`config.mk`:
```
export PLATFORM = sky130hd
export DESIGN_NAME = tsc_ctrl
export DESIGN_NICKNAME = d
export VERILOG_FILES = /design/src/verilog/tsc_pkg.sv /design/src/verilog/tsc_fault_count.sv /design/src/verilog/tsc_ctrl.sv
export SDC_FILE = /design/constraint.sdc
export NUM_CORES = 1
export LEC_CHECK = 0
export BUFFER_PORTS_ARGS = -buffer_cell sky130_fd_sc_hd__buf_2
export CELL_PAD_IN_SITES_DETAIL_PLACEMENT = 0
export CELL_PAD_IN_SITES_GLOBAL_PLACEMENT = 1
export CORE_UTILIZATION = 43
export DETAILED_ROUTE_END_ITERATION = 8
export MAX_ROUTING_LAYER = met4
export PLACE_DENSITY_LB_ADDON = 0.1
export SYNTH_ARGS = -nofsm -noshare
export SYNTH_HDL_FRONTEND = slang
export SYNTH_HIERARCHICAL = 1
export SYNTH_SLANG_ARGS = --single-unit
```
`constraint.sdc`:
```
create_clock -name ref_clk -period 5 [get_ports ref_clk]
set_input_delay 0.5 -clock ref_clk [delete_from_list [all_inputs] [get_ports ref_clk]]
set_output_delay 0.5 -clock ref_clk [all_outputs]
set_load 0.05 [all_outputs]
```
`src/verilog/tsc_pkg.sv`:
```
// Package for the temperature sensor control word and alarm logic.
// Assumes a 125 MHz reference clock and 16-bit signed temperature words.
package tsc_pkg;

  // Control word field positions (upper byte = bits 15:8)
  localparam int IDLE_BIT  = 15;
  localparam int RES_HI    = 14;
  localparam int RES_LO    = 13;
  localparam int FLT_HI    = 12;
  localparam int FLT_LO    = 11;
  localparam int POL_BIT   = 10;
  localparam int MODE_BIT  = 9;
  localparam int SHDN_BIT  = 8;
  localparam int RATE_HI   = 7;
  localparam int RATE_LO   = 6;
  localparam int ALARM_BIT = 5;
  localparam int EXT_BIT   = 4;

  // Writable bits of the control word
  localparam logic [15:0] WR_MASK = 16'h1FD0;

  // Power-up values of the writable fields, and the fixed resolution value
  localparam logic [1:0] FLT_RST  = 2'h0;
  localparam logic [1:0] RATE_RST = 2'h2;
  localparam logic [1:0] RES_VAL  = 2'h3;

  // Right shifts that align left-justified words to the active format
  localparam int SHIFT_NRM = 4;
  localparam int SHIFT_EXT = 3;

  // Pointer selecting the control word
  localparam logic [7:0] PTR_CTRL = 8'h01;

  // Conversion timing
  localparam longint CLK_HZ     = 125_000_000;
  localparam longint PER_0P25HZ = 4 * CLK_HZ;
  localparam longint PER_1HZ    = CLK_HZ;
  localparam longint PER_4HZ    = CLK_HZ / 4;
  localparam longint PER_8HZ    = CLK_HZ / 8;
  localparam int     CONV_CYC   = 1000;

  // Fault counts selected by the fault field
  localparam logic [2:0] FLT_N0 = 3'h1;
  localparam logic [2:0] FLT_N1 = 3'h2;
  localparam logic [2:0] FLT_N2 = 3'h4;
  localparam logic [2:0] FLT_N3 = 3'h6;

  typedef enum logic [1:0] {
    ST_WAIT = 2'b01,
    ST_CONV = 2'b10
  } tsc_state_e;

  // Writable fields
  typedef struct packed {
    logic [1:0] fault_sel;
    logic       alert_polarity;
    logic       alert_mode_select;
    logic       shutdown_select;
    logic [1:0] rate_sel;
    logic       extended_range_select;
  } tsc_ctrl_s;

  // Temperature and limits
  typedef struct packed {
    logic signed [15:0] temp;
    logic signed [15:0] upper_limit;
    logic signed [15:0] lower_limit;
  } tsc_temps_s;

endpackage

```
`src/verilog/tsc_fault_count.sv`:
```
// Consecutive-result counter for one limit comparison.
// Assumes qualify is sampled once per conversion result strobe.
`timescale 1ns/1ps
module tsc_fault_count #(
  parameter int W = 3
) (
  // Clock and reset
  input  wire logic         ref_clk,
  input  wire logic         arst_n,
  // Control
  input  wire logic         result_vld,
  input  wire logic         qualify,
  input  wire logic         clear,
  input  wire logic [W-1:0] need,
  // Status
  output logic              hit
);

  logic [W-1:0] cnt_q;
  logic [W-1:0] cnt_d;

  always_comb begin
    cnt_d = cnt_q;
    hit   = 1'b0;
    if (clear) begin
      cnt_d = '0;
    end else if (result_vld) begin
      if (!qualify) begin
        cnt_d = '0; // [RULE16]
      end else if (cnt_q + W'(1) >= need) begin
        hit   = 1'b1; // [RULE3]
        cnt_d = '0;
      end else begin
        cnt_d = cnt_q + W'(1);
      end
    end
  end

  always_ff @(posedge ref_clk or negedge arst_n) begin
    if (!arst_n) begin
      cnt_q <= '0;
    end else begin
      cnt_q <= cnt_d;
    end
  end

endmodule

```
`src/verilog/tsc_ctrl.sv`:
```
// Control word and alarm logic of the temperature sensor.
// Assumes a protocol engine delivering pointer and data bytes on ref_clk.
//
// Overview of operation
// [RULE1] Idle flag reads 1 unless converting
// [RULE2] Resolution bits read-only, read binary 11
// [RULE3] Fault field sets 1,2,4,6 consecutive results
// [RULE4] Polarity bit sets active alert level
// [RULE5] Mode bit selects interrupt or comparator; the code only stores the bit, and it changes neither the alarm nor the pin
// [RULE6] Shutdown bit stops continuous conversion
// [RULE7] Rate field sets conversion timer period
// [RULE8] Alarm drops after consecutive upper-limit hits
// [RULE9] Alarm returns after consecutive below-lower results
// [RULE10] Polarity one inverts the alarm bit
// [RULE11] Mode bit never affects alarm bit
// [RULE12] Range bit selects 13-bit or 12-bit format
// [RULE13] Word moves high byte then low byte
// [RULE14] Host points with pointer value 01
// [RULE15] Low nibble zero, read-only writes ignored
// [RULE16] Broken run restarts consecutive count
`timescale 1ns/1ps
module tsc_ctrl #(
  parameter longint PER_0P25 = tsc_pkg::PER_0P25HZ,
  parameter longint PER_1    = tsc_pkg::PER_1HZ,
  parameter longint PER_4    = tsc_pkg::PER_4HZ,
  parameter longint PER_8    = tsc_pkg::PER_8HZ,
  parameter int     CONV_LEN = tsc_pkg::CONV_CYC
) (
  // Clock and reset
  input  wire logic               ref_clk,
  input  wire logic               arst_n,
  // Byte port from the bus engine
  input  wire logic [7:0]         pointer,
  input  wire logic               wr_byte_vld,
  input  wire logic [7:0]         wr_byte,
  input  wire logic               wr_start,
  input  wire logic               rd_start,
  input  wire logic               rd_byte_req,
  output logic [7:0]              rd_byte,
  // Temperature path
  input  wire tsc_pkg::tsc_temps_s temps,
  output logic                    conv_start,
  input  wire logic               conv_done,
  // Status
  output logic [15:0]             sensor_control_word,
  output logic                    alert_out,
  output logic                    extended_range
);

  tsc_pkg::tsc_ctrl_s  ctl_q, ctl_d;
  tsc_pkg::tsc_state_e st_q, st_d;
  logic [7:0]          hi_q, hi_d;
  logic                byte_sel_q, byte_sel_d;
  logic                rbyte_q, rbyte_d;
  logic [7:0]          rd_q, rd_d;
  logic                alarm_q, alarm_d;
  logic [31:0]         tmr_q, tmr_d;
  logic [31:0]         per;
  logic [2:0]          need;
  logic                sel_ok;
  logic                res_vld;
  logic                hit_hi, hit_lo;
  logic signed [15:0]  t_m, hi_m, lo_m;

  assign sel_ok = (pointer == tsc_pkg::PTR_CTRL); // [RULE14]

  // Read view of the word
  always_comb begin
    sensor_control_word = '0; // [RULE15]
    sensor_control_word[tsc_pkg::IDLE_BIT] = (st_q != tsc_pkg::ST_CONV); // [RULE1]
    sensor_control_word[tsc_pkg::RES_HI:tsc_pkg::RES_LO] = tsc_pkg::RES_VAL; // [RULE2]
    sensor_control_word[tsc_pkg::FLT_HI:tsc_pkg::FLT_LO] = ctl_q.fault_sel;
    sensor_control_word[tsc_pkg::POL_BIT]  = ctl_q.alert_polarity;
    sensor_control_word[tsc_pkg::MODE_BIT] = ctl_q.alert_mode_select;
    sensor_control_word[tsc_pkg::SHDN_BIT] = ctl_q.shutdown_select;
    sensor_control_word[tsc_pkg::RATE_HI:tsc_pkg::RATE_LO] = ctl_q.rate_sel;
    sensor_control_word[tsc_pkg::ALARM_BIT] = alarm_q ^ ~ctl_q.alert_polarity; // [RULE10]
    sensor_control_word[tsc_pkg::EXT_BIT]  = ctl_q.extended_range_select;
  end

  // Byte ordering on reads and writes
  always_comb begin
    ctl_d      = ctl_q;
    hi_d       = hi_q;
    byte_sel_d = byte_sel_q;
    rbyte_d    = rbyte_q;
    rd_d       = rd_q;
    if (wr_start) begin
      byte_sel_d = 1'b0;
    end else if (wr_byte_vld && sel_ok) begin
      if (!byte_sel_q) begin
        hi_d       = wr_byte; // [RULE13]
        byte_sel_d = 1'b1;
      end else begin
        byte_sel_d = 1'b0;
        ctl_d.fault_sel         = hi_q[tsc_pkg::FLT_HI-8:tsc_pkg::FLT_LO-8]; // [RULE15]
        ctl_d.alert_polarity    = hi_q[tsc_pkg::POL_BIT-8];
        ctl_d.alert_mode_select = hi_q[tsc_pkg::MODE_BIT-8];
        ctl_d.shutdown_select   = hi_q[tsc_pkg::SHDN_BIT-8];
        ctl_d.rate_sel          = wr_byte[tsc_pkg::RATE_HI:tsc_pkg::RATE_LO];
        ctl_d.extended_range_select = wr_byte[tsc_pkg::EXT_BIT];
      end
    end
    if (rd_start) begin
      rbyte_d = 1'b0;
    end else if (rd_byte_req && sel_ok) begin
      rd_d    = rbyte_q ? sensor_control_word[7:0] : sensor_control_word[15:8]; // [RULE13]
      rbyte_d = ~rbyte_q;
    end
  end

  // Conversion timer
  always_comb begin
    case (ctl_q.rate_sel) // [RULE7]
      2'h0:    per = 32'(PER_0P25);
      2'h1:    per = 32'(PER_1);
      2'h2:    per = 32'(PER_4);
      default: per = 32'(PER_8);
    endcase
    st_d       = st_q;
    tmr_d      = tmr_q + 32'h0000_0001;
    conv_start = 1'b0;
    case (st_q)
      tsc_pkg::ST_WAIT: begin
        if (ctl_q.shutdown_select) begin
          tmr_d = '0; // [RULE6]
        end else if (tmr_q + 32'h0000_0001 >= per) begin
          tmr_d      = '0;
          conv_start = 1'b1;
          st_d       = tsc_pkg::ST_CONV;
        end
      end
      tsc_pkg::ST_CONV: begin
        if (conv_done || tmr_q + 32'h0000_0001 >= 32'(CONV_LEN)) begin
          st_d = tsc_pkg::ST_WAIT;
        end
      end
      default: st_d = tsc_pkg::ST_WAIT;
    endcase
  end
  assign res_vld = (st_q == tsc_pkg::ST_CONV) && (st_d == tsc_pkg::ST_WAIT);

  // Limits compared in the active format
  always_comb begin
    if (ctl_q.extended_range_select) begin // [RULE12]
      t_m  = temps.temp        >>> tsc_pkg::SHIFT_EXT;
      hi_m = temps.upper_limit >>> tsc_pkg::SHIFT_EXT;
      lo_m = temps.lower_limit >>> tsc_pkg::SHIFT_EXT;
    end else begin
      t_m  = temps.temp        >>> tsc_pkg::SHIFT_NRM;
      hi_m = temps.upper_limit >>> tsc_pkg::SHIFT_NRM;
      lo_m = temps.lower_limit >>> tsc_pkg::SHIFT_NRM;
    end
    case (ctl_q.fault_sel)
      2'h0:    need = tsc_pkg::FLT_N0;
      2'h1:    need = tsc_pkg::FLT_N1;
      2'h2:    need = tsc_pkg::FLT_N2;
      default: need = tsc_pkg::FLT_N3;
    endcase
    alarm_d = alarm_q;
    if (!alarm_q && hit_hi) begin
      alarm_d = 1'b1; // [RULE8]
    end else if (alarm_q && hit_lo) begin
      alarm_d = 1'b0; // [RULE9]
    end
  end

  tsc_fault_count #(.W(3)) u_hi_cnt (
    .ref_clk    (ref_clk),
    .arst_n     (arst_n),
    .result_vld (res_vld),
    .qualify    (t_m >= hi_m),
    .clear      (alarm_q),
    .need       (need),
    .hit        (hit_hi)
  );

  tsc_fault_count #(.W(3)) u_lo_cnt (
    .ref_clk    (ref_clk),
    .arst_n     (arst_n),
    .result_vld (res_vld),
    .qualify    (t_m < lo_m),
    .clear      (!alarm_q),
    .need       (need),
    .hit        (hit_lo)
  );

  // Alarm ignores the mode bit; pin level follows polarity
  assign alert_out = alarm_q ~^ ctl_q.alert_polarity; // [RULE4] [RULE11] [RULE5]
  assign rd_byte        = rd_q;
  assign extended_range = ctl_q.extended_range_select;

  // Bus-side state
  always_ff @(posedge ref_clk or negedge arst_n) begin
    if (!arst_n) begin
      ctl_q      <= '{fault_sel: tsc_pkg::FLT_RST, rate_sel: tsc_pkg::RATE_RST, default: 1'b0};
      hi_q       <= '0;
      byte_sel_q <= 1'b0;
      rbyte_q    <= 1'b0;
      rd_q       <= '0;
    end else begin
      ctl_q      <= ctl_d;
      hi_q       <= hi_d;
      byte_sel_q <= byte_sel_d;
      rbyte_q    <= rbyte_d;
      rd_q       <= rd_d;
    end
  end

  // Conversion sequencing; a conversion runs straight out of reset
  always_ff @(posedge ref_clk or negedge arst_n) begin
    if (!arst_n) begin
      st_q  <= tsc_pkg::ST_CONV;
      tmr_q <= '0;
    end else begin
      st_q  <= st_d;
      tmr_q <= tmr_d;
    end
  end

  // Alarm state, kept in active-high form whatever the polarity
  always_ff @(posedge ref_clk or negedge arst_n) begin
    if (!arst_n) begin
      alarm_q <= 1'b0;
    end else begin
      alarm_q <= alarm_d;
    end
  end

endmodule

```
# After elaboration in Yosys (flattened, before gate mapping)
# Cells that the tools add are included.
# word_totals
mem_bits_rw,0
word_cells,96
latchBits,0
mem_count,0
mem_bits_ro,0
regBits,64
inputBits,71
out_inout_bits,27
# op_classes
reduce_logical,16
add_sub_neg,3
n_mul,0
n_lt_le_gt_ge,6
mux,39
n_div,0
bitwise,7
shifts,0
n_eq_ne,10
# op_table
op,n
two-way mux 32 bit,3
one-hot mux 29 bit (3 select lines),1
two-way mux 12 bit,3
"adder 32 x 1 -> 32 bit, second input constant",1
">= comparator 32 x 10 -> 1 bit, second input constant",1
>= comparator 32 bit,1
two-way mux 3 bit,8
two-way mux 1 bit,18
>= comparator 13 bit,1
less-than comparator 13 bit,1
one-hot mux 3 bit (3 select lines),1
"== test 2 x 1 -> 1 bit, second input constant",4
"== test 8 x 1 -> 1 bit, second input constant",1
two-way mux 8 bit,1
nonzero test 2 bit,4
"adder 3 x 1 -> 3 bit, second input constant",2
"== test 2 bit, second input constant",3
>= comparator 3 bit,2
two-way mux 2 bit,3
AND reduction 3 bit,2
logical AND 1 bit,5
NOT 1 bit,5
zero test 2 bit,2
one-hot mux 2 bit (2 select lines),1
other kinds (7),7

# Depth between registers and ports, before layout
# Gate-level depths: netlist (run 1).
# logic_depth
ltp_word,13
ltp_mapped,21
depth_no_buf,19

# Hierarchy
# Netlist (run 1), hierarchy kept.
# by_module_without_submodules
mod,cells_per_inst,area_each_um2,n_inst,seq_area_each_um2
tsc_ctrl,538,4954.8,1,1453.9
tsc_fault_count,25,241.5,2,75.1

# Worst setup path before layout (run 1)
# OpenSTA, ideal clock, no wires.
# synth_timing
path_type,register to register
from,reg tmr_q[0]
to,reg alarm_q
setup_time_ps,77
stages_incl_launch_ff,22
slack_ps,890
path_buffers,2
arrival_time_ps,4032
required_time_ps,4923
synth_period_minus_slack_ps,4110
path_cell_list,dfrtp_1 > ha_1 > clkbuf_1 > nand3_1 > or4_4 > buf_6 > nor3_1 > nand3_1 > xor2_1 > inv_1 > ha_1 > nor2b_1 > o21ai_0 > nand2_1 > o221ai_1 > o211ai_2 > and2_1 > a221oi_2 > nand2_1 > nor3b_1 > nor2_1 > a21oi_1
# synth_via
elab_chain_len,11
elab_cells_between_ends,18
classes_between,1 x add/sub; 2 x order compare; 1 x eq/ne; 9 x mux; 5 x reduce/logical
# synth_lines
item,line,text
from (decl),tsc_ctrl.sv:57,"logic [31:0] tmr_q, tmr_d;"
from (signal assigned),tsc_ctrl.sv:217,tmr_q <= tmr_d;
adder 32 x 1 -> 32 bit *,"tsc_ctrl.sv:127, tsc_ctrl.sv:134",
>= comparator 32 bit or >= comparator 32 x 10 -> 1 bit (tied branches),"tsc_ctrl.sv:127, tsc_ctrl.sv:134",
two-way mux 2 bit or logical OR 1 bit (tied branches),"tsc_ctrl.sv:127, tsc_ctrl.sv:134",
two-way mux 2 bit (on tied branches),"tsc_ctrl.sv:125, tsc_ctrl.sv:134",
one-hot mux 2 bit (2 select lines) *,tsc_ctrl.sv:123,case (st_q)
== test 2 x 1 -> 1 bit *,tsc_ctrl.sv:141,assign res_vld = (st_q == tsc_pkg::ST_CONV) && (st_d == tsc_pkg::ST_WAIT);
logical AND 1 bit *,tsc_ctrl.sv:141,
net res_vld,tsc_ctrl.sv:61,logic res_vld;
two-way mux 1 bit *,tsc_fault_count.sv:27,end else if (result_vld) begin
two-way mux 1 bit *,tsc_fault_count.sv:25,if (clear) begin
net hit_hi,tsc_ctrl.sv:62,"logic hit_hi, hit_lo;"
logical AND 1 bit *,tsc_ctrl.sv:161,if (!alarm_q && hit_hi) begin
two-way mux 1 bit or nonzero test 2 bit (tied branches),n/a,
to (signal assigned),tsc_ctrl.sv:226,alarm_q <= alarm_d;
to (decl),tsc_ctrl.sv:56,"logic alarm_q, alarm_d;"
# The timed path passes the listed nets; every way through them passes the cells marked *.
# A chain may end at the register's enable or synchronous reset.

# Worst setup path in the final report (run 1)
# Same ends and word-level chain as after synthesis.

==> metrics.csv, run 1 <==
stage,metric,value,unit
route,drcViolationCount,0,
cells_and_area,post_route_cells_drive_above_1_share,24.0,%
pwr,p_switching,0.312,mW
synth,synth_seq_area_share,29.5,%
cells_and_area,fin_util,51.8,%
sta,maxSlewViolCount,0,
synth,async_reset_ff_share,100,%
sta,setup_tns,0,ns
cells_and_area,multi_input_area,3560,sq um
die,boundaryPins,98,
pwr,clkPwrFrac,50.6,%
die,start_util,44.7,%
route,ant_nets,0,
synth,synthTopCellsByCount,"66 x ha_1, 62 x dfrtp_1, 49 x nand2_1",
global_route,grt_use_total,20.8,%
global_route,grt_antenna_before_repair,0,
cts,clk_pin_slew_worst_paths,0.06,ns
worst_setup_path,cp-start-kind,flop,
route,routed_via_density,5.34,
route,dr.pass1.iters,4,
pwr,p_int,1.05,mW
cts,clock_latency,0.34,ns
worst_hold_path,holdPathStages,2,
die,die_w,114,microns
sta,period_needed,4.53,ns
run_status,outcome,"finished, final reports clean",
worst_setup_path,critPathKind,reg2reg,
cells_and_area,seq_area,1610,sq um
pwr,p_per_area,217,nW/um^2
worst_setup_path,cp.arrival,4.79,ns
synth,ys.flop_type,dfrtp_1,
synth,yosysTopAreaCell,dfrtp_1,
cts,cts_sinks,64,
synth,synthCells,588,
worst_setup_path,worst-r2r-cell-count,18,
synth,yosysUniqueCellTypes,69,
global_route,grt_pass1_wl,20500,microns
die,rows,40,
synth,synth_edf_count,0,
route,wl_per_cell,14.8,microns
flow_run,drv_cap,0,
place,dp_worst_setup_slack,0.316,ns
pwr,ir_drop,0.193,mV
sta,tightest_slew,0.900,ns
sta,maxClockFrequency,0.221,GHz
sta,fin_skew,0.00741,ns
sta,rsz0062_at_grt,false,
sta,maxSlewHeadroom,40.0,%
sta,finalHoldViolations,0,
synth,synth.most_common_cell,ha_1,
global_route,first_global_vias,4299,
global_route,grt.overflow.total,0,
die,core-area,12200,sq um
sta,fin_ws,0.475,ns
cells_and_area,num_antenna_cells,0,
die,dieArea,13100,sq um
synth,yosysTopAreaCellShare,28.5,%
pwr,p_comb_share,10.8,%
sta,hold_ws,0.319,ns
cts,cts_tree,built,
cts,cts_root_buf,clkbuf_16,
synth,yosysWarnings,6,
worst_hold_path,hold_class,in2reg,
die,die_h,114,microns
cells_and_area,final_nets,799,
route,routed_wl,12300,microns
synth,synthTopCellsByArea,"dfrtp_1 29%, ha_1 15%, mux2_2 5.4%, mux2i_1 4.6%, nand2_1 3.4%",
cts,htree_levels,3,
worst_setup_path,r2r_slack,0.47,ns
pwr,power.share.sequential,38.7,%
route,vias,4455,
place,dp_hpwl,9660,microns
pwr,p_leak,2.95,nW
sta,timing.final.crit_share,90.5,%
route,drtIter0Drc,143,
cts,postCtsHoldBufs,0,
cts,cts_buffers,9,
cells_and_area,area_growth,15.8,%
place,port_buffers,81,
cts,clk_path_buf_depth,2,
sta,setup_violations,0,
synth,ys_ff_latch,64,
cells_and_area,nFillCells,1144,
place,place.gp.congestion,0.870,
worst_setup_path,cp.required,5.26,ns
synth,syn_area_per_cell,9.25,sq um
pwr,p_sw_share,22.9,%
global_route,grt_max_degree,65,
synth,syn-cell-area,5440,sq um
worst_setup_path,cp-end-kind,flop,
worst_setup_path,cp_max_fo,8,
==> power by group through the flow <==
stage	logic (mW)	registers [mW]	clock network, mW
after detailed placement	0.149	0.537	0
after global placement	0.144	0.537	0
after CTS	0.150	0.528	0.703
after floorplan	0.0915	0.540	0
after global routing	0.168	0.528	0.725
final	0.147	0.528	0.690
==> per-layer routing <==
metal	vias to the layer above	global-route usage, %	routed length [microns]
li1	2271	-	-
met1	2092	26.4	5860
met2	73	32.4	5730
met3	19	4.76	465
met4	0	7.71	284
met5	-	-	0
==> logic make-up after synthesis <==
group / share of synthesized area [%]
and+or+nand+nor: 20.4
AOI/OAI and AO/OA: 15.0
adders and majority gates: 15.2
DFF: 29.5
buffers and inverters: 5.64
muxes: 9.99
xor gates and xnor gates: 4.19
other: 0.138
==> sequential cells by signal, summed over array words and instances, names as in the netlist <==
signal and flops:
byte_sel_q 1, st_q 2, alarm_q 1, sensor_control_word 7, u_lo_cnt/cnt_q 3, hi_q 5
rd_byte 8, extended_range 1, rbyte_q 1, u_hi_cnt/cnt_q 3, tmr_q 32
==> layout make-up <==
class / count / area share [%]
Clock buffer: 13 / 4.13
Clock inverter: 3 / 1.03
Inverter: 34 / 2.03
Multi-Input combinational cell: 464 / 56.6
Sequential cell: 64 / 25.5
Tap cell: 168 / 3.34
Timing Repair Buffer: 89 / 7.39
==> worst max-delay path, cell delays in order, from the launching register on <==
cell      delay (ns)
dfrtp_1         0.45
ha_2            0.30
nand3_1         0.19
or4_1           0.56
o21ai_0         0.30
nand2_1         0.17
ha_1            0.23
a21oi_1         0.13
nor2b_1         0.05
o21ai_0         0.14
nand2b_1        0.07
a221oi_1        0.41
o211ai_2        0.20
and2_1          0.24
a221oi_4        0.41
nand2_1         0.19
nor3b_1         0.22
nor2_1          0.06
a21oi_1         0.11
==> cell usage in the layout, fill, tap and decap left out, types with 6 or more instances in the layout <==
master / instances
nor2b_1: 11
o41ai_1: 6
xnor2_1: 16
conb_1: 6
o21ai_0: 20
buf_4: 8
buf_2: 81
and3_1: 7
xor2_1: 9
a21o_1: 10
and2_1: 15
nor3_1: 12
nand3_1: 16
mux2_2: 26
nand4_1: 11
ha_1: 65
o31ai_1: 6
mux2i_1: 25
dfrtp_1: 61
nor2_1: 34
o21a_1: 9
clkbuf_16: 9
inv_1: 34
a21oi_1: 22
nand2_1: 49
==> stage by stage <==
step | cells | instance area [sq um] | total power, mW
2_1_floorplan | 592 | 5450 | 0.632
3_3_place_gp | 819 | 5950 | 0.681
3_5_place_dp | 819 | 5950 | 0.686
4_1_cts | 835 | 6280 | 1.38
5_1_grt | 835 | 6300 | 1.42
6_report | 835 | 6300 | 1.37
==> final timing paths <==
path                                   startpoint                    endpoint
max                            tmr_q[0]$_DFF_PN0_         alarm_q$_DFFE_PN0P_
min reg2reg                rd_byte[1]$_DFFE_PN0P_      rd_byte[1]$_DFFE_PN0P_
max reg2reg                    tmr_q[0]$_DFF_PN0_         alarm_q$_DFFE_PN0P_
max in group asynchronous                  arst_n  extended_range$_DFFE_PN0P_
min in group asynchronous                  arst_n          tmr_q[0]$_DFF_PN0_
min                                      rd_start         rbyte_q$_DFFE_PN0P_
==> repair_timing <==
action / in CTS / in global routing
gates resized for setup: 0 / 3
setup endpoints to repair: 0 / 7
buffers inserted: 0 / 0
hold endpoints to repair: 0 / 0
No activity file was read; power rests on OpenSTA's default activity.
==> inputs of run 2 (changes only) <==
Settings changed: CORE_UTILIZATION 43 to 36.
==> run 2 against run 1 <==
The flow now finishes with violations (DRC). Design area up 0.32%. Critical path depth unchanged. Combinational power about the same. Worst setup slack worse by 0.074 ns. Clock power up 0.7%. Flip-flop and latch count unchanged. Utilization down 8.6 points. Critical endpoint unchanged. Cell count up 2.0%.
==> metrics.csv, run 2 (synthesis gave the netlist of run 1 again) <==
stage,metric,value,unit,change
run_status,outcome,finished with violations,,"was finished, final reports clean"
run_status,violations,DRC,,
route,dr.pass1.iters,6,,was 4
worst_setup_path,critPathKind,reg2reg,,unchanged
worst_setup_path,cp.arrival,4.87,ns,was 4.79 ns
cells_and_area,fin_util,43.1,%,was 51.8%
die,die_w,125,microns,was 114 microns
route,wl_per_cell,15.3,microns,was 14.8 microns
cts,clk_pin_slew_worst_paths,0.05,ns,was 0.06 ns
global_route,grt_use_total,18.1,%,was 20.8%
pwr,p_per_area,217,nW/um^2,about the same
cts,cts_setup_buffers,0,,unchanged
cells_and_area,final_nets,800,,was 799
sta,setup_tns,0,ns,unchanged
route,routed_wl,13100,microns,"was 12,300 microns"
route,vias,4434,,"was 4,455"
worst_setup_path,path_cells,ha_2 -> nand3_1 -> or4_1 -> o21ai_0 -> nand2_1 -> ha_1 -> a21oi_1 -> nor2b_1 -> o21ai_0 -> nand2b_1 -> a221oi_1 -> o211ai_2 -> and2_1 -> a221oi_4 -> nand2_1 -> nor3b_1 -> nor2_1 -> a21oi_1,,unchanged
cells_and_area,layout_common_cells,"81 x buf_2, 65 x ha_1, 61 x dfrtp_1",,unchanged
sta,fin_skew,0.00603,ns,was 0.00741 ns
sta,finalHoldViolations,0,,unchanged
cts,clock_latency,0.34,ns,about the same
die,core-area,14600,sq um,"was 12,200 sq um"
pwr,ir_drop,0.157,mV,was 0.193 mV
global_route,first_global_vias,4495,,"was 4,299"
flow_run,drv_cap,0,,unchanged
place,place.gp.congestion,0.818,,was 0.870
global_route,grt_antenna_before_repair,0,,unchanged
place,dp_hpwl,10200,microns,was 9660 microns
global_route,grt_max_degree,65,,unchanged
place,port_buffers,81,,unchanged
die,start_util,37.1,%,was 44.7%
die,rows,44,,was 40
cells_and_area,top_register,tmr_q,,unchanged
worst_setup_path,cp_max_fo,8,,unchanged
sta,rsz0062_at_grt,false,,unchanged
route,ant_nets,0,,unchanged
global_route,grt_pass1_wl,21800,microns,"was 20,500 microns"
route,drcViolationCount,5,,was 0
route,drtIter0Drc,150,,was 143
cts,htree_levels,3,,unchanged
sta,period_needed,4.60,ns,was 4.53 ns
worst_setup_path,slowest_stage,or4_1,,unchanged
cells_and_area,post_route_cells_drive_above_1_share,24.0,%,about the same
worst_setup_path,cp.required,5.27,ns,was 5.26 ns
worst_hold_path,hold_class,in2reg,,unchanged
cts,clk_path_buf_depth,2,,unchanged
die,dieArea,15600,sq um,"was 13,100 sq um"
cells_and_area,largest_reg_flops,32,,unchanged
die,die_h,125,microns,was 114 microns
die,boundaryPins,98,,unchanged
sta,timing.final.crit_share,92.0,%,was 90.5%
cells_and_area,area_growth,16.2,%,was 15.8%
cts,postCtsHoldBufs,0,,unchanged
cts,cts_sinks,64,,unchanged
sta,maxSlewViolCount,0,,unchanged
sta,setup_violations,0,,unchanged
worst_setup_path,cp-end-kind,flop,,unchanged
sta,maxClockFrequency,0.217,GHz,was 0.221 GHz
global_route,grt.overflow.total,0,,unchanged
cts,cts_buffers,9,,unchanged
worst_setup_path,slowest_delay,0.56,ns,about the same
sta,maxSlewHeadroom,43.1,%,was 40.0%
pwr,p_leak,2.95,nW,about the same
cts,cts_tree,built,,unchanged
cts,cts_root_buf,clkbuf_16,,unchanged
cells_and_area,num_antenna_cells,0,,unchanged
route,routed_via_density,5.20,,was 5.34
cells_and_area,final_common_cell,buf_2,,unchanged
worst_setup_path,cp-start-kind,flop,,unchanged
sta,tightest_slew,0.853,ns,was 0.900 ns
cts,cts_resized,0,,unchanged
sta,hold_ws,0.313,ns,was 0.319 ns
-- run 2: cell count changes in the layout (fill, tap and decap cells not counted) --
cell	before	now
xor2_2	1	0
buf_4	8	9
xor2_1	9	10
-- run 2: metal layers --
| metal | part of all wire (%) | wire [microns] | vias to the layer above | global-route usage (%) |
|---|---|---|---|---|
| met4 | 1.6 | 211 | 0 | 6.03 |
| met3 | 4.0 | 517 | 12 | 3.95 |
| met5 | 0 | 0 | - | - |
| met2 | 46 | 6040 | 70 | 29.3 |
| li1 | - | - | 2275 | - |
| met1 | 48 | 6280 | 2077 | 22.3 |
-- run 2: final timing paths --
kind,start,to,slack [ns],depth (start not counted)
min,rd_start,rbyte_q$_DFFE_PN0P_,0.31,2
max reg2reg,tmr_q[0]$_DFF_PN0_,alarm_q$_DFFE_PN0P_,0.40,18
min reg2reg,rd_byte[1]$_DFFE_PN0P_,rd_byte[1]$_DFFE_PN0P_,0.48,2
min in group asynchronous,arst_n,tmr_q[9]$_DFF_PN0_,0.35,2
max,tmr_q[0]$_DFF_PN0_,alarm_q$_DFFE_PN0P_,0.40,18
max in group asynchronous,arst_n,extended_range$_DFFE_PN0P_,4.04,2
-- run 2: area by class of cell --
class / instances / area (sq um)
clock inverter: 3 / 65.1
inverter: 34 / 128
clock buffer: 13 / 260
tap: 184 / 230
sequential: 64 / 1610
multi-input combinational: 464 / 3560
fill: 1443 / 8330
timing repair buffer: 90 / 473
-- run 2: worst max-delay path: cells and delay by family, from the launching register on --
family / cells / cell delay (ns)
adders and majority gates: 2 / 0.55
and+or+nand+nor: 9 / 1.79
DFF: 1 / 0.44
AOI/OAI and AO/OA: 7 / 1.73
-- run 2: metrics by stage --
step / total power, mW / area (sq um) / std cells / setup WS [ns]
floorplan: 0.632 / 5450 / 592 / 0.890
global placement: 0.682 / 5980 / 836 / 0.361
detailed placement: 0.685 / 5980 / 836 / 0.232
CTS: 1.39 / 6300 / 852 / 0.218
global route: 1.43 / 6320 / 852 / 0.0247
finish: 1.37 / 6320 / 852 / 0.401
-- run 2: report_power, final --
group / internal [mW] / switching, mW / total, mW
registers: 0.524 / 0.00390 / 0.528
clock network: 0.463 / 0.232 / 0.695
logic: 0.0654 / 0.0803 / 0.146
==> inputs of run 3 (changes only) <==
Clock period 5 ns to 4.65 ns, I/O delays scaled along.
==> run 3 against run 2 <==
The run still ends with DRC left. Clock skew up 0.0026 ns. Design area rose by 0.48%. Largest cell class unchanged. Cell count grew 0.82%. Flip-flop and latch count stayed put. Sequential share of layout area down 0.081 points. Worst hold slack got worse by 0.13 ns. Global-route usage increased by 0.15 points. Largest power group unchanged. Register-to-register slack better by 0.03 ns. Combinational power increased by 8%. Power is 3.7% higher. Worst setup slack got worse by 0.050 ns. Utilization up 0.21 points.
==> metrics.csv, run 3 (synthesis gave the netlist of run 1 again) <==
stage,metric,value,unit,change
run_status,outcome,finished with violations,,unchanged
run_status,violations,DRC,,unchanged
cells_and_area,nFillCells,1475,,"was 1,443"
die,boundaryPins,98,,unchanged
cells_and_area,final_common_cell,buf_2,,unchanged
die,die_h,125,microns,unchanged
pwr,p_int,1.08,mW,was 1.05 mW
route,vias,4530,,"was 4,434"
route,route.met2.wl,6120,microns,was 6040 microns
worst_setup_path,cp.required,4.18,ns,was 5.27 ns
cts,cts_root_buf,clkbuf_16,,unchanged
pwr,p_per_area,224,nW/um^2,was 217 nW/um^2
sta,maxSlewViolCount,0,,unchanged
die,dieArea,15600,sq um,unchanged
cts,cts_setup_buffers,0,,unchanged
sta,rsz0062_at_grt,false,,unchanged
cts,cts_tree,built,,unchanged
sta,fin_skew,0.00867,ns,was 0.00603 ns
place,dp.cells,843,,was 836
worst_setup_path,critPathKind,reg2out,,was reg2reg
route,routed_wl,13100,microns,about the same
pwr,p_comb_share,11.0,%,was 10.7%
die,start_util,37.1,%,unchanged
sta,setup_violations,0,,unchanged
global_route,grt_pass1_wl,21800,microns,about the same
cells_and_area,fin_util,43.3,%,was 43.1%
global_route,grt_max_degree,36,,was 65
worst_setup_path,cp_max_fo,9,,was 8
cells_and_area,post_route_cells_drive_above_1_share,25.3,%,was 24.0%
route,drtIter0Drc,208,,was 150
cells_and_area,area_growth,16.7,%,was 16.2%
worst_setup_path,cp-start-kind,flop,,unchanged
sta,timing.final.crit_share,92.5,%,
pwr,p_switching,0.344,mW,was 0.316 mW
route,wl_per_cell,15.2,microns,was 15.3 microns
cells_and_area,final_nets,807,,was 800
place,port_buffers,81,,unchanged
route,ant_nets,0,,unchanged
cells_and_area,fin_cells,859,,was 852
route,met1Wirelength,6230,microns,was 6280 microns
route,routed_via_density,5.27,,was 5.20
cells_and_area,seq_area,1610,sq um,about the same
pwr,p_leak,2.98,nW,was 2.95 nW
route,drcViolationCount,5,,unchanged
cts,cts_sinks,64,,unchanged
place,dp_worst_setup_slack,0.269,ns,was 0.232 ns
route,dr.pass1.iters,8,,was 6
cts,cts_resized,0,,unchanged
cts,postCtsHoldBufs,0,,unchanged
sta,period_needed,4.30,ns,
cts,cts_buffers,9,,unchanged
cells_and_area,top_register,tmr_q,,unchanged
cells_and_area,num_antenna_cells,0,,unchanged
cells_and_area,multi_input_area,3550,sq um,was 3560 sq um
route,routed.top_layer,met4,,unchanged
pwr,clkPwrFrac,48.9,%,was 50.8%
pwr,total_power,1.42,mW,was 1.37 mW
die,die_w,125,microns,unchanged
global_route,first_global_vias,4531,,"was 4,495"
sta,finalHoldViolations,0,,unchanged
cells_and_area,design_area,6350,sq um,was 6320 sq um
place,place.gp.congestion,0.799,,was 0.818
global_route,grt_use_total,18.2,%,was 18.1%
die,core-area,14600,sq um,unchanged
pwr,p_sw_share,24.2,%,was 23.1%
pwr,power.share.sequential,40.0,%,was 38.6%
place,place_area,6030,sq um,was 5980 sq um
flow_run,drv_cap,0,,unchanged
worst_setup_path,cp.arrival,3.83,ns,was 4.87 ns
global_route,grt.overflow.total,0,,unchanged
cells_and_area,largest_reg_flops,32,,unchanged
sta,setup_tns,0,ns,unchanged
global_route,grt_antenna_before_repair,0,,unchanged
cts,clk_path_buf_depth,2,,unchanged
sta,hold_ws,0.181,ns,was 0.313 ns
sta,maxClockFrequency,0.233,GHz,
route,met3WireLength,457,microns,was 517 microns
sta,maxSlewHeadroom,52.1,%,was 43.1%
place,dp_hpwl,10400,microns,"was 10,200 microns"
worst_hold_path,hold_class,in2async,,was in2reg
pwr,ir_drop,0.158,mV,was 0.157 mV
cells_and_area,layout_common_cells,"81 x buf_2, 66 x ha_1, 59 x dfrtp_1",,"was 81 x buf_2, 65 x ha_1, 61 x dfrtp_1"
worst_setup_path,cp-end-kind,primary output,,was flop
cts,clk_pin_slew_worst_paths,0.05,ns,about the same
cts,clock_latency,0.34,ns,about the same
sta,fin_ws,0.351,ns,was 0.401 ns
cts,htree_levels,3,,unchanged
sta,tightest_slew,0.718,ns,was 0.853 ns
die,rows,44,,unchanged
[run 3: changes by cell type in the layout (fill, tap and decap cells not counted), sizes merged]
cell	before	now
clkinvlp	0	2
bufinv	2	1
buf	90	97
clkinv	1	2
clkbuf	13	11
[run 3: cell type report]
cell class                      count  area share, %
Multi-Input combinational cell    464           55.9
Sequential cell                    64           25.3
Timing Repair Buffer               97           8.28
Clock buffer                       11           3.98
Tap cell                          184           3.63
Inverter                           34           2.01
Clock inverter                      5          0.867
[run 3: path summary, 6_finish.rpt]
kind                                        start                     end  slack [ns]  cells past startpoint
max                            tmr_q[8]$_DFF_PN0_              conv_start        0.35                     13
min                                        arst_n      tmr_q[9]$_DFF_PN0_        0.18                      1
max reg2reg                    tmr_q[8]$_DFF_PN0_     alarm_q$_DFFE_PN0P_        0.43                     17
min reg2reg                rd_byte[6]$_DFFE_PN0P_  rd_byte[6]$_DFFE_PN0P_        0.48                      1
max in group asynchronous                  arst_n      tmr_q[3]$_DFF_PN0_        3.49                      2
min in group ref_clk                     rd_start     rbyte_q$_DFFE_PN0P_        0.28                      2
[run 3: layer usage]
metal / vias to the layer above / GRT usage (%)
met1: 2137 / 22.9
met5: - / -
li1: 2295 / -
met2: 80 / 28.9
met3: 18 / 3.78
met4: 0 / 6.74
[run 3: worst max-delay path: stages (launching register included)]
cell and delay [ns]:
dfrtp_1 0.50, nand4_4 0.19, or4_4 0.58, or3_1 0.41, nand2_1 0.13, ha_1 0.25, a21oi_1 0.15, nor2b_1 0.06
o21ai_0 0.16, nand2b_1 0.09, a221oi_2 0.30, o211ai_2 0.18, and3_1 0.26, buf_2 0.22
[run 3: power by group through the flow]
stage / clock [mW] / combinational, mW / sequential, mW
global placement: 0 / 0.156 / 0.577
global route: 0.742 / 0.181 / 0.569
finish: 0.695 / 0.157 / 0.568
detailed placement: 0 / 0.161 / 0.578
CTS: 0.718 / 0.162 / 0.568
floorplan: 0 / 0.0984 / 0.581
